===== src/hdl/mqscp_defines.vh =====
`ifndef MQSCP_DEFINES_VH
`define MQSCP_DEFINES_VH

// address layout
`define MQSCP_QUAD_HI          19
`define MQSCP_QUAD_LO          18
`define MQSCP_LINE_16          16
`define MQSCP_LINE_18          18
`define MQSCP_LINE_19          19
`define MQSCP_SEG_SHIFT        12
`define MQSCP_CODE_ZONE_NIB    4'he

// bank control field positions, one 8-bit field per quadrant
`define MQSCP_BANK_W           8
`define MQSCP_BANK_CS_HI       1
`define MQSCP_BANK_CS_LO       0
`define MQSCP_BANK_PAIR_EN     2
`define MQSCP_BANK_PAIR_SEL    3
`define MQSCP_BANK_INV16       4
`define MQSCP_BANK_INV18       5
`define MQSCP_BANK_INV19       6

// reset values
`define MQSCP_PAGE_RST         8'h00
`define MQSCP_PC_RST           16'h0000

// transfer kinds
`define MQSCP_XK_JP            3'h0
`define MQSCP_XK_CALL          3'h1
`define MQSCP_XK_RET           3'h2
`define MQSCP_XK_LJP           3'h3
`define MQSCP_XK_LCALL         3'h4
`define MQSCP_XK_LRET          3'h5

// transfer durations in clocks; call plus return: long 32, short 20
`define MQSCP_CLK_JP           5'h07
`define MQSCP_CLK_CALL         5'h0c
`define MQSCP_CLK_RET          5'h08
`define MQSCP_CLK_LJP          5'h0a
`define MQSCP_CLK_LCALL        5'h13
`define MQSCP_CLK_LRET         5'h0d

// memory cycle states
`define MQSCP_ST_IDLE          2'h0
`define MQSCP_ST_T1            2'h1
`define MQSCP_ST_T2            2'h2

`endif


===== src/hdl/mqscp_xfer.v =====
`timescale 1ns/100ps
`default_nettype none
`include "mqscp_defines.vh"

module mqscp_xfer (
   // clock and reset
   input  wire        clk,
   input  wire        nrst,
   // transfer request
   input  wire        xfer_start,
   input  wire [2:0]  xfer_kind,
   input  wire [15:0] xfer_target_pc,
   input  wire [7:0]  xfer_target_page,
   // state
   output wire        xfer_ready,
   output reg         xfer_done_q,
   output reg  [15:0] pc_q,
   output reg  [7:0]  page_q
);

   reg  [4:0]  count_q;
   reg  [2:0]  kind_q;
   reg  [15:0] tpc_q;
   reg  [7:0]  tpage_q;

   // clocks each kind of transfer occupies
   function [4:0] mqscp_clocks;
      input [2:0] kind;
      begin
         case (kind)
            `MQSCP_XK_JP:    mqscp_clocks = `MQSCP_CLK_JP;
            `MQSCP_XK_CALL:  mqscp_clocks = `MQSCP_CLK_CALL;
            `MQSCP_XK_RET:   mqscp_clocks = `MQSCP_CLK_RET;
            `MQSCP_XK_LJP:   mqscp_clocks = `MQSCP_CLK_LJP;
            `MQSCP_XK_LCALL: mqscp_clocks = `MQSCP_CLK_LCALL;
            `MQSCP_XK_LRET:  mqscp_clocks = `MQSCP_CLK_LRET;
            default:         mqscp_clocks = `MQSCP_CLK_JP;
         endcase
      end
   endfunction

   // only long kinds carry a new page
   function mqscp_is_long;
      input [2:0] kind;
      begin
         mqscp_is_long = (kind == `MQSCP_XK_LJP) || (kind == `MQSCP_XK_LCALL) ||
                         (kind == `MQSCP_XK_LRET);
      end
   endfunction

   assign xfer_ready = (count_q == 5'h00);

   // count down the transfer, then commit pc and, for long kinds, the page
   always @(posedge clk or negedge nrst) begin
      if (!nrst) begin
         count_q     <= 5'h00;
         kind_q      <= `MQSCP_XK_JP;
         tpc_q       <= `MQSCP_PC_RST;
         tpage_q     <= `MQSCP_PAGE_RST;
         pc_q        <= `MQSCP_PC_RST;
         page_q      <= `MQSCP_PAGE_RST;
         xfer_done_q <= 1'b0;
      end else begin
         xfer_done_q <= 1'b0;
         if (xfer_ready && xfer_start) begin
            count_q <= mqscp_clocks(xfer_kind);
            kind_q  <= xfer_kind;
            tpc_q   <= xfer_target_pc;
            tpage_q <= xfer_target_page;
         end else if (count_q != 5'h00) begin
            count_q <= count_q - 5'h01;
            if (count_q == 5'h01) begin
               pc_q        <= tpc_q;
               xfer_done_q <= 1'b1;
               if (mqscp_is_long(kind_q)) begin
                  page_q <= tpage_q;
               end                                    // short kinds keep the page
            end
         end
      end
   end

endmodule
`default_nettype wire


===== src/hdl/mqscp_mem_iface.v =====
// Functional notes
// - address lines 16, 18 and 19 may be altered per configuration before driving out.
// - all other physical address lines pass straight through unchanged.
// - three active-low chip selects, two output enables, two write enables.
// - physical space split into four 256K quadrants, strobes chosen per quadrant.
// - quadrant bank setting picks one chip select or none (code 3), and optionally one strobe pair.
// - an 8-bit code page register places the code window in physical memory.
// - the code window always spans 8K of logical space.
// - code window placement moves in 4K steps.
// - long jump, call and return update both pc and code page register.
// - long call plus return take 32 clocks; short pair takes 20 clocks.
// - ordinary 16-bit transfers reach all segments without touching the page.
// - non-root zones add the 8-bit segment to the upper logical nibble.
// - lowest zone maps directly; boundary register holds two 4-bit zone starts.
`timescale 1ns/100ps
`default_nettype none
`include "mqscp_defines.vh"

module mqscp_mem_iface #(
   parameter NUM_QUADS = 4
) (
   // clock and reset
   input  wire                            clk,
   input  wire                            nrst,
   // processor memory request
   input  wire                            mem_req,
   input  wire                            mem_write,
   input  wire [15:0]                     logical_addr,
   output wire                            mem_ready,
   output reg                             mem_done_q,
   // mapping configuration
   input  wire [7:0]                      zone_boundary_register,
   input  wire [7:0]                      data_segment,
   input  wire [7:0]                      stack_segment,
   input  wire [NUM_QUADS*`MQSCP_BANK_W-1:0] bank_control,
   // program transfers
   input  wire                            xfer_start,
   input  wire [2:0]                      xfer_kind,
   input  wire [15:0]                     xfer_target_pc,
   input  wire [7:0]                      xfer_target_page,
   output wire                            xfer_ready,
   output wire                            xfer_done,
   output wire [15:0]                     program_counter,
   output wire [7:0]                      code_page_register,
   // external memory bus
   output reg  [19:0]                     mem_addr_q,
   output reg                             chip_select_0_n,
   output reg                             chip_select_1_n,
   output reg                             chip_select_2_n,
   output reg                             output_enable_0_n,
   output reg                             output_enable_1_n,
   output reg                             write_enable_0_n,
   output reg                             write_enable_1_n
);

   reg  [1:0]                  state_q;
   reg                         write_q;
   reg  [1:0]                  cs_sel_q;
   reg                         pair_en_q;
   reg                         pair_sel_q;
   reg  [7:0]                  seg_d;
   reg  [19:0]                 phys_d;
   reg  [19:0]                 out_addr_d;
   reg  [`MQSCP_BANK_W-1:0]    bank_d;
   wire [3:0]                  nib;
   wire [3:0]                  data_start;
   wire [3:0]                  stack_start;
   wire [1:0]                  quad;
   wire                        accept;

   // transfer sequencer owns pc and the code page
   mqscp_xfer u_xfer (
      .clk              (clk),
      .nrst             (nrst),
      .xfer_start       (xfer_start),
      .xfer_kind        (xfer_kind),
      .xfer_target_pc   (xfer_target_pc),
      .xfer_target_page (xfer_target_page),
      .xfer_ready       (xfer_ready),
      .xfer_done_q      (xfer_done),
      .pc_q             (program_counter),
      .page_q           (code_page_register)
   );

   // one-cold chip select vector for a select code; code 3 leaves every chip idle
   function [2:0] mqscp_cs_n;
      input [1:0] sel;
      begin
         case (sel)
            2'h0:    mqscp_cs_n = 3'h6;
            2'h1:    mqscp_cs_n = 3'h5;
            2'h2:    mqscp_cs_n = 3'h3;
            default: mqscp_cs_n = 3'h7;
         endcase
      end
   endfunction

   // zone boundaries: low nibble starts the data zone, high nibble the stack zone
   assign nib         = logical_addr[15:12];
   assign data_start  = zone_boundary_register[3:0];
   assign stack_start = zone_boundary_register[7:4];

   // pick the segment for the addressed zone; code window is fixed at the top 8K
   always @* begin
      if (nib >= `MQSCP_CODE_ZONE_NIB) begin
         seg_d = code_page_register;
      end else if (nib >= stack_start) begin
         seg_d = stack_segment;
      end else if (nib >= data_start) begin
         seg_d = data_segment;
      end else begin
         seg_d = 8'h00;
      end
   end

   // segment weighs 4K per step, so the window slides by half its size
   always @* begin
      phys_d = {4'h0, logical_addr} + {seg_d, 12'h000};
   end

   // quadrant is decided on the unaltered top bits
   assign quad = phys_d[`MQSCP_QUAD_HI:`MQSCP_QUAD_LO];

   // fetch the bank field of the addressed quadrant
   always @* begin
      bank_d = bank_control[quad*`MQSCP_BANK_W +: `MQSCP_BANK_W];
   end

   // optional inversion of three lines; the rest pass untouched
   always @* begin
      out_addr_d = phys_d;
      out_addr_d[`MQSCP_LINE_16] = phys_d[`MQSCP_LINE_16] ^ bank_d[`MQSCP_BANK_INV16];
      out_addr_d[`MQSCP_LINE_18] = phys_d[`MQSCP_LINE_18] ^ bank_d[`MQSCP_BANK_INV18];
      out_addr_d[`MQSCP_LINE_19] = phys_d[`MQSCP_LINE_19] ^ bank_d[`MQSCP_BANK_INV19];
   end

   // a new cycle is taken only between cycles, so strobes never overlap
   assign mem_ready = (state_q == `MQSCP_ST_IDLE);
   assign accept    = mem_ready && mem_req;

   // two-clock memory cycle: T1 drives select and read enable, T2 adds write enable
   always @(posedge clk or negedge nrst) begin
      if (!nrst) begin
         state_q    <= `MQSCP_ST_IDLE;
         write_q    <= 1'b0;
         cs_sel_q   <= 2'h3;
         pair_en_q  <= 1'b0;
         pair_sel_q <= 1'b0;
         mem_addr_q <= 20'h00000;
         mem_done_q <= 1'b0;
      end else begin
         mem_done_q <= 1'b0;
         case (state_q)
            `MQSCP_ST_IDLE: begin
               if (accept) begin
                  state_q    <= `MQSCP_ST_T1;
                  write_q    <= mem_write;
                  cs_sel_q   <= bank_d[`MQSCP_BANK_CS_HI:`MQSCP_BANK_CS_LO];
                  pair_en_q  <= bank_d[`MQSCP_BANK_PAIR_EN];
                  pair_sel_q <= bank_d[`MQSCP_BANK_PAIR_SEL];
                  mem_addr_q <= out_addr_d;
               end
            end
            `MQSCP_ST_T1: begin
               state_q <= `MQSCP_ST_T2;
            end
            `MQSCP_ST_T2: begin
               state_q    <= `MQSCP_ST_IDLE;
               mem_done_q <= 1'b1;
            end
            default: begin
               state_q <= `MQSCP_ST_IDLE;
            end
         endcase
      end
   end

   // strobes are registered so they change glitch-free on clock edges
   always @(posedge clk or negedge nrst) begin
      if (!nrst) begin
         chip_select_0_n   <= 1'b1;
         chip_select_1_n   <= 1'b1;
         chip_select_2_n   <= 1'b1;
         output_enable_0_n <= 1'b1;
         output_enable_1_n <= 1'b1;
         write_enable_0_n  <= 1'b1;
         write_enable_1_n  <= 1'b1;
      end else begin
         case (state_q)
            `MQSCP_ST_IDLE: begin
               // select code 3 leaves every chip idle
               {chip_select_2_n, chip_select_1_n, chip_select_0_n} <=
                  accept ? mqscp_cs_n(bank_d[`MQSCP_BANK_CS_HI:`MQSCP_BANK_CS_LO]) : 3'h7;
               output_enable_0_n <= ~(accept && !mem_write && bank_d[`MQSCP_BANK_PAIR_EN] &&
                                      !bank_d[`MQSCP_BANK_PAIR_SEL]);
               output_enable_1_n <= ~(accept && !mem_write && bank_d[`MQSCP_BANK_PAIR_EN] &&
                                      bank_d[`MQSCP_BANK_PAIR_SEL]);
               write_enable_0_n  <= 1'b1;
               write_enable_1_n  <= 1'b1;
            end
            `MQSCP_ST_T1: begin
               // write enable waits a clock so address and select are settled first
               write_enable_0_n <= ~(write_q && pair_en_q && !pair_sel_q);
               write_enable_1_n <= ~(write_q && pair_en_q && pair_sel_q);
               // select and read enable are held from the captured setting, not the live one
               {chip_select_2_n, chip_select_1_n, chip_select_0_n} <= mqscp_cs_n(cs_sel_q);
               output_enable_0_n <= ~(!write_q && pair_en_q && !pair_sel_q);
               output_enable_1_n <= ~(!write_q && pair_en_q && pair_sel_q);
            end
            default: begin
               chip_select_0_n   <= 1'b1;
               chip_select_1_n   <= 1'b1;
               chip_select_2_n   <= 1'b1;
               output_enable_0_n <= 1'b1;
               output_enable_1_n <= 1'b1;
               write_enable_0_n  <= 1'b1;
               write_enable_1_n  <= 1'b1;
            end
         endcase
      end
   end

endmodule
`default_nettype wire


===== config.mk =====
export PLATFORM = sky130hd
export DESIGN_NAME = mqscp_mem_iface
export DESIGN_NICKNAME = d
export VERILOG_FILES = /design/src/hdl/mqscp_xfer.v /design/src/hdl/mqscp_mem_iface.v
export VERILOG_INCLUDE_DIRS = /design/src /design/src/hdl
export SDC_FILE = /design/constraint.sdc
export NUM_CORES = 1
export LEC_CHECK = 0
export ABC_AREA = 1
export BUFFER_PORTS_ARGS = -buffer_cell sky130_fd_sc_hd__buf_4
export CAP_MARGIN = 20
export CORE_MARGIN = 3
export CORE_UTILIZATION = 51
export DETAILED_ROUTE_END_ITERATION = 16
export GPL_TIMING_DRIVEN = 0
export PLACE_DENSITY_LB_ADDON = 0.1
export SLEW_MARGIN = 15
export SYNTH_ARGS = -nofsm -noshare
export SYNTH_HDL_FRONTEND = slang
export SYNTH_HIERARCHICAL = 1
export SYNTH_SLANG_ARGS = --single-unit

===== constraint.sdc =====
create_clock -name clk -period 2.7 [get_ports clk]
set_input_delay 0.405 -clock clk [delete_from_list [all_inputs] [get_ports clk]]
set_output_delay 0.405 -clock clk [all_outputs]
set_load 0.01 [all_outputs]

# Yosys cells after proc, flatten, opt, wreduce, memory -nomap -nowiden
# Index checks and enable logic that the tools add are counted.
# W data, S select, Z words.
dict set report totals {
  ff_bits 92
  input_bits 104
  out_inout_bits 55
}
dict set report classes {
  add_sub_neg 2
  n_lt_le_gt_ge 3
  n_eq_ne 16
  shift 1
  n_mux 22
  bitwise_logic 10
  n_reduce_logical 27
}
# operator count
set ops {}
lappend ops {{$shiftx A32 B6 Y7} 1}
lappend ops {{$pmux W5 S5} 1}
lappend ops {{$mux W8} 3}
lappend ops {{$add A16 B20 Y20} 1}
lappend ops {{$pmux W3 S3} 2}
lappend ops {{$eq A3 B3 Y1 const B} 4}
lappend ops {{$logic_and A1 B1 Y1} 12}
lappend ops {{$mux W5} 2}
lappend ops {{$pmux W1 S2} 5}
lappend ops {{$eq A3 B2 Y1 const B} 3}
lappend ops {{$ge A4 B4 Y1} 2}
lappend ops {{$not A1 Y1} 7}
lappend ops {{$eq A2 B1 Y1 const B} 3}
lappend ops {{$eq A2 B2 Y1 const B} 3}
lappend ops {{$logic_not A2 Y1} 3}
lappend ops {{$mux W1} 6}
lappend ops {{$eq A5 B1 Y1 const B} 1}
lappend ops {{$logic_not A5 Y1} 1}
lappend ops {{$reduce_bool A5 Y1} 1}
lappend ops {{$sub A5 B1 Y5 const B} 1}
lappend ops {{$ge A4 B4 Y1 const B} 1}
lappend ops {{$logic_not A1 Y1} 4}
lappend ops {{$pmux W2 S2} 1}
lappend ops {{$reduce_and A4 Y1} 1}
lappend ops {{9 further kinds} 12}

# Logic depth before layout (Yosys ltp)
dict set report depth {
  ltp_word 10
  depth_mapped 28
  ltp_nobuf 28
}

# By module
# The synthesis kept the hierarchy.
# module n_inst cells_each area_per_inst_um2 seq_area_each_um2
set by_module_without_submodules {}
lappend by_module_without_submodules {mqscp_xfer 1 267 2494.9 1426.4}
lappend by_module_without_submodules {mqscp_mem_iface 1 312 2267.2 887.1}

# Least setup slack after synthesis
# OpenSTA, ideal clock, no wires.
dict set report synth_path {
  path_kind {input to register}
  startpoint {input port zone_boundary_register[7]}
  endpoint {register output_enable_0_n}
  setup_ns 0.080
  t_arrival_ns 3.032
  t_required_ns 2.620
  path_slack_ns -0.412
  cell_stages 25
  n_path_buf 1
  cell_sequence {inv_1 > ha_1 > nand4_1 > nand3_4 > inv_4 > nand2_1 > inv_1 > a22oi_1 > a21oi_1 > ha_1 > fa_1 > nand3_1 > and2_1 > inv_1 > nand3_4 > nor2_2 > nand2_2 > nand2_2 > buf_6 > nand2_1 > nand3_1 > nand2_2 > inv_2 > nor2_1 > nor2_1}
}
dict set report synth_via {
  elab_chain_cells 9
  word_cells_on_any_way 10
  classes_between {1 x add/sub; 1 x order compare; 1 x shift; 3 x mux; 1 x bitwise; 3 x reduce/logical}
}
# element line_no
set synth_rtl {}
lappend synth_rtl {{from (decl)} mqscp_mem_iface.v:32} ;# input wire [7:0] zone_boundary_register,
lappend synth_rtl {{$ge A4 B4 Y1 (*)} mqscp_mem_iface.v:107} ;# end else if (nib >= stack_start) begin
lappend synth_rtl {{$mux W8 (*)} mqscp_mem_iface.v:107}
lappend synth_rtl {{$mux W8 (*)} mqscp_mem_iface.v:105} ;# if (nib >= `MQSCP_CODE_ZONE_NIB) begin
lappend synth_rtl {{$add A16 B20 Y20 (*)} mqscp_mem_iface.v:118} ;# phys_d = {4'h0, logical_addr} + {seg_d, 12'h000};
lappend synth_rtl {{$shiftx A32 B6 Y7 (*)} mqscp_mem_iface.v:126} ;# bank_d = bank_control[quad*`MQSCP_BANK_W +: `MQSCP_BANK_W];
lappend synth_rtl {{$logic_and A1 B1 Y1 / $logic_not A1 Y1 (equally long branches)} {mqscp_mem_iface.v:194, mqscp_mem_iface.v:195}}
lappend synth_rtl {{$logic_and A1 B1 Y1 (*)} mqscp_mem_iface.v:194} ;# output_enable_0_n <= ~(accept && !mem_write && bank_d[`MQSCP_BANK_PAIR_EN] &&
lappend synth_rtl {{$not A1 Y1 (*)} mqscp_mem_iface.v:194}
lappend synth_rtl {{$pmux W1 S2 (*)} mqscp_mem_iface.v:189} ;# case (state_q)
lappend synth_rtl {{to (signal assigned)} mqscp_mem_iface.v:194}
lappend synth_rtl {{to (signal assigned)} mqscp_mem_iface.v:207} ;# output_enable_0_n <= ~(!write_q && pair_en_q && !pair_sel_q);
lappend synth_rtl {{to (decl)} mqscp_mem_iface.v:50} ;# output reg output_enable_0_n,
# Every way passes the cells marked *; elsewhere a longest branch is shown, timed or not.
# A chain may end at the register's enable or synchronous reset.

# Final worst setup path
dict set report layout_path {
  startpoint {input port logical_addr[15]}
  endpoint {register mem_addr_q[18]}
}
dict set report layout_via {
  elab_chain_cells 7
  word_cells_on_any_way 9
  classes_between {1 x add/sub; 3 x order compare; 1 x shift; 3 x mux; 1 x bitwise}
}
# element line_no
set layout_rtl {}
lappend layout_rtl {{from (decl)} mqscp_mem_iface.v:28} ;# input wire [15:0] logical_addr,
lappend layout_rtl {{$ge A4 B4 Y1} mqscp_mem_iface.v:109} ;# end else if (nib >= data_start) begin
lappend layout_rtl {{$mux W8} mqscp_mem_iface.v:109}
lappend layout_rtl {{$mux W8} mqscp_mem_iface.v:107}
lappend layout_rtl {{$mux W8} mqscp_mem_iface.v:105}
lappend layout_rtl {{$add A16 B20 Y20 (*)} mqscp_mem_iface.v:118}
lappend layout_rtl {{$shiftx A32 B6 Y7} mqscp_mem_iface.v:126}
lappend layout_rtl {{$xor A1 B1 Y1 (*)} mqscp_mem_iface.v:133} ;# out_addr_d[`MQSCP_LINE_18] = phys_d[`MQSCP_LINE_18] ^ bank_d[`MQSCP_BANK_INV18];
lappend layout_rtl {{to (signal assigned)} mqscp_mem_iface.v:161} ;# mem_addr_q <= out_addr_d;
lappend layout_rtl {{to (decl)} mqscp_mem_iface.v:46} ;# output reg [19:0] mem_addr_q,
# Marked as above.

==> summary.md <==
| Metric | Value |
|---|---|
| Status | `finished with violations` |
| Failing checks | `negative setup slack` |
| Final Wtd Congestion | `0.903` |
| Worst path bufs/invs | `4` |
| Cell Rows | `34` |
| Async set or reset register ratio after synthesis | `1.00` |
| First-pass GRT wire length | `20000 um` |
| Via count | `4548` |
| F_max | `333 MHz` |
| Share of the synthesized area in the top cell type | `0.436` |
| Launch point of the worst reg-to-reg path | `u_xfer/page_q[0]` |
| Syn nets | `700` |
| Floorplan core area | `8890 um2` |
| Iteration count of the initial detailed-routing pass | `4` |
| Most common cell on crit path | `nand2_1` |
| I/O Pins | `159` |
| Switch Pwr | `2.18 mW` |
| Max incr delay on CP | `370 ps` |
| Number of library cell types mapped by synthesis | `39` |
| Die width | `103 um` |
| DRC | `0` |
| Least-Margin Pin Slew | `802 ps` |
| Crit-path cells | `buf_12 -> ha_4 -> nand4_1 -> nand3_4 -> inv_4 -> nand2_4 -> inv_6 -> a221oi_4 -> nor2_1 -> ha_1 -> nand3_1 -> nand2_1 -> nand2_1 -> nand2_1 -> nand3_2 -> nor2_4 -> nand2_2 -> nand2_2 -> nand2_4 -> buf_6 -> nand2_2 -> nand3_2 -> nand3_2 -> nand2_1` |
| Logic pwr share | `0.430` |
| Headroom to the max-slew limit | `0.466` |
| Final Max Slew Viols | `0` |
| Sequential cell area fraction in the yosys report | `0.486` |
| Setup TNS | `-3090 ps` |
| Slack of the worst reg-to-reg path | `340 ps` |
| EDFF count, synth | `0` |
| Mapped cell area | `4760 um2` |
| RSZ-0062 raised after global routing | `yes` |
| Antenna Cells | `0` |
| Worst Setup Start Kind | `input port` |
| Crit end category | `register` |
| Largest net degree at the start of global routing | `93` |
| Vias in the first global route | `4326` |
| Clock root buffer | `clkbuf_8` |
| Initial Util | `0.536` |
| NumNets Final | `884` |
| Num CTS Buffers | `9` |
| DR vias/cell | `5.19` |
| MaxCap Viol Count | `0` |
| Commonest non-fill, non-tap cell in the layout | `nand2_1` |
| YS warnings | `6` |
| Final hold vios | `0` |
| Crit Path Max Fanout | `7` |
| Worst vdd ir | `0.000651 V` |
| Core Util, Final | `0.762` |
| Initial DRC Count | `247` |
| Count of final setup violators | `12` |
| Routed Antenna Nets | `0` |
| Hold slack | `103 ps` |
| Die height | `103 um` |
| DPL Wire Length | `9110 um` |
| PortBufs | `154` |
| Layout cell share with drive strength beyond 1 | `0.406` |
| Crit path max-delay cell type | `ha_1` |
| Synth Register Bits | `92` |
| Clock sinks | `92` |
| Leakage | `3.57 nW` |
| Main flop type after synthesis | `dfrtp_1` |
| Internal Power | `3.43 mW` |
| H-tree levels | `3` |
| Switching Fraction | `0.389` |
| Fillers | `631` |
| Sequential cell area | `2310 um2` |
| Cell taking the most area after synthesis | `dfrtp_1` |
| Worst EP arrival | `3260 ps` |
| Period utilisation layout | `1.11` |
| Wire length per cell after detailed routing | `14.9 um` |
| Required time of the critical path | `2950 ps` |
| Multi-input logic area | `2380 um2` |
| Initial antenna violation count | `0` |
| Clock Tree Buf Depth | `2` |
| Crit Reg-Reg Endpoint | `mem_addr_q[16]` |
| R2R depth | `18` |
| Layout area overhead | `42.3%` |
| Wirelength, routed | `13000 um` |
| Setup CP Type | `input port to register` |
| Die area | `10500 um2` |
| Final WS setup | `-304 ps` |
| Worst-Skew Late Latency | `360 ps` |
| Gr usage total | `0.244` |
| Dominant cells by area after synthesis | `dfrtp_1 (44%), nand2_1 (16%), inv_1 (5.0%)` |
| Overflow left after global routing | `0` |
| Power Density | `828 nW/um2` |
| Layout Skew | `13.6 ps` |
| CTS tree | `built` |
| Seq pwr share | `0.410` |
| Register clock-pin slew on the reported worst setup and hold paths | `100 ps` |
| Most frequent cells in the layout | `nand2_1 (197), buf_4 (162), dfrtp_1 (83)` |
| Syn Area/Cell | `8.22 um2` |
| Worst min path class | `input port to asynchronous set/reset pin` |
| Largest delay contributor family on the critical path | `simple AND/OR/NAND/NOR gates` |
| Cell count after synthesis | `579` |
| Finished Layout Cells | `876` |
| Minimum clock period | `3000 ps` |
| Clock share of power | `0.160` |
| Placed Instances | `841` |
state kept, by name (all words and copies together) (netlist names), 3 cells and up:
signal and flops:
u_xfer/tpage_q 8, u_xfer/tpc_q 16, mem_addr_q 20, u_xfer/page_q 8
u_xfer/kind_q 3, u_xfer/count_q 5, u_xfer/pc_q 16
layout make-up:
cell class,count,share of cell area
inverters,67,0.0419
multi-input cells,405,0.351
flip-flops and latches,92,0.341
well taps,108,0.0199
repair buffers,172,0.200
plain buffers,16,0.0179
clock buffers,9,0.0183
clock inverters,7,0.00960
through the flow:
step	worst slack (ps)	area, um2	power (mW)
final	-304	6780	5.61
after global routing	-490	6780	6.02
after CTS	-180	6670	5.59
after detailed placement	-896	6170	4.56
after global placement	-717	6170	4.46
after floorplan	-302	4880	3.59
logic make-up (layout without fill, tap and decap cells):
logic type,Yosys count,count (layout),share of synthesized area
flops,92,92,0.486
fa+ha+maj,17,17,0.0462
xor+xnor,3,3,0.00552
compound gates,73,73,0.0941
simple gates,311,312,0.288
buf+inv,83,271,0.0799
power groups by stage:
stage               combinational, mW  clock (mW)  sequential (mW)
floorplan                        1.20           0             2.39
global placement                 2.17           0             2.29
detailed placement               2.25           0             2.32
CTS                              2.37       0.922             2.29
global route                     2.68       0.976             2.36
finish                           2.41       0.897             2.30
timing repair:
item / 4_1_cts / 5_1_grt
setup buffers: 13 / 4
cloned: 2 / 0
gates resized for setup: 43 / 20
setup endpoints to repair: 12 / 13
pin swaps: 35 / 27
hold buffers: 0 / 0
cell usage after synthesis (2+ instances only):
cell type    n
a21oi_1     10
a221oi_1     3
buf_2        3
buf_6        6
clkbuf_1     4
dfrtp_1     83
dfstp_2      9
ha_1        16
inv_1       64
nand2_1    208
nand2_2     14
nand3_1     34
nand3_2      3
nand3_4      4
nand3b_1     2
nor2_1      31
nor2_2       3
nor2_4       2
nor3_1       4
o21ai_0     19
o21ai_1     20
o21ai_2     16
or2_2        3
xnor2_1      3
per-layer routing:
| metal | global-route usage | wire [um] | up-vias |
|---|---|---|---|
| met5 | 0 | 0 | - |
| met4 | 0.0918 | 354 | 0 |
| met3 | 0.0528 | 914 | 30 |
| met2 | 0.426 | 6670 | 169 |
| met1 | 0.295 | 5100 | 2148 |
| li1 | - | - | 2201 |
worst max path at each step:
stage	slack (ps)	cells past startpoint	to	start
floorplan	-300	27	mem_addr_q[16]	zone_boundary_register[5]
global placement	-720	24	chip_select_0_n	logical_addr[13]
detailed placement	-900	24	chip_select_0_n	logical_addr[13]
CTS	-180	24	chip_select_0_n	logical_addr[15]
global route	-490	26	mem_addr_q[18]	zone_boundary_register[1]
finish	-300	24	mem_addr_q[18]	logical_addr[15]
worst reg2reg max path: cells and delay by family (launching register included):
| family | cells | cell delay, ps |
|---|---|---|
| buf+inv | 2 | 180 |
| compound gates | 1 | 50 |
| flops | 1 | 410 |
| simple gates | 13 | 1080 |
| fa+ha+maj | 2 | 540 |
Power figures use the tool's default switching activity.
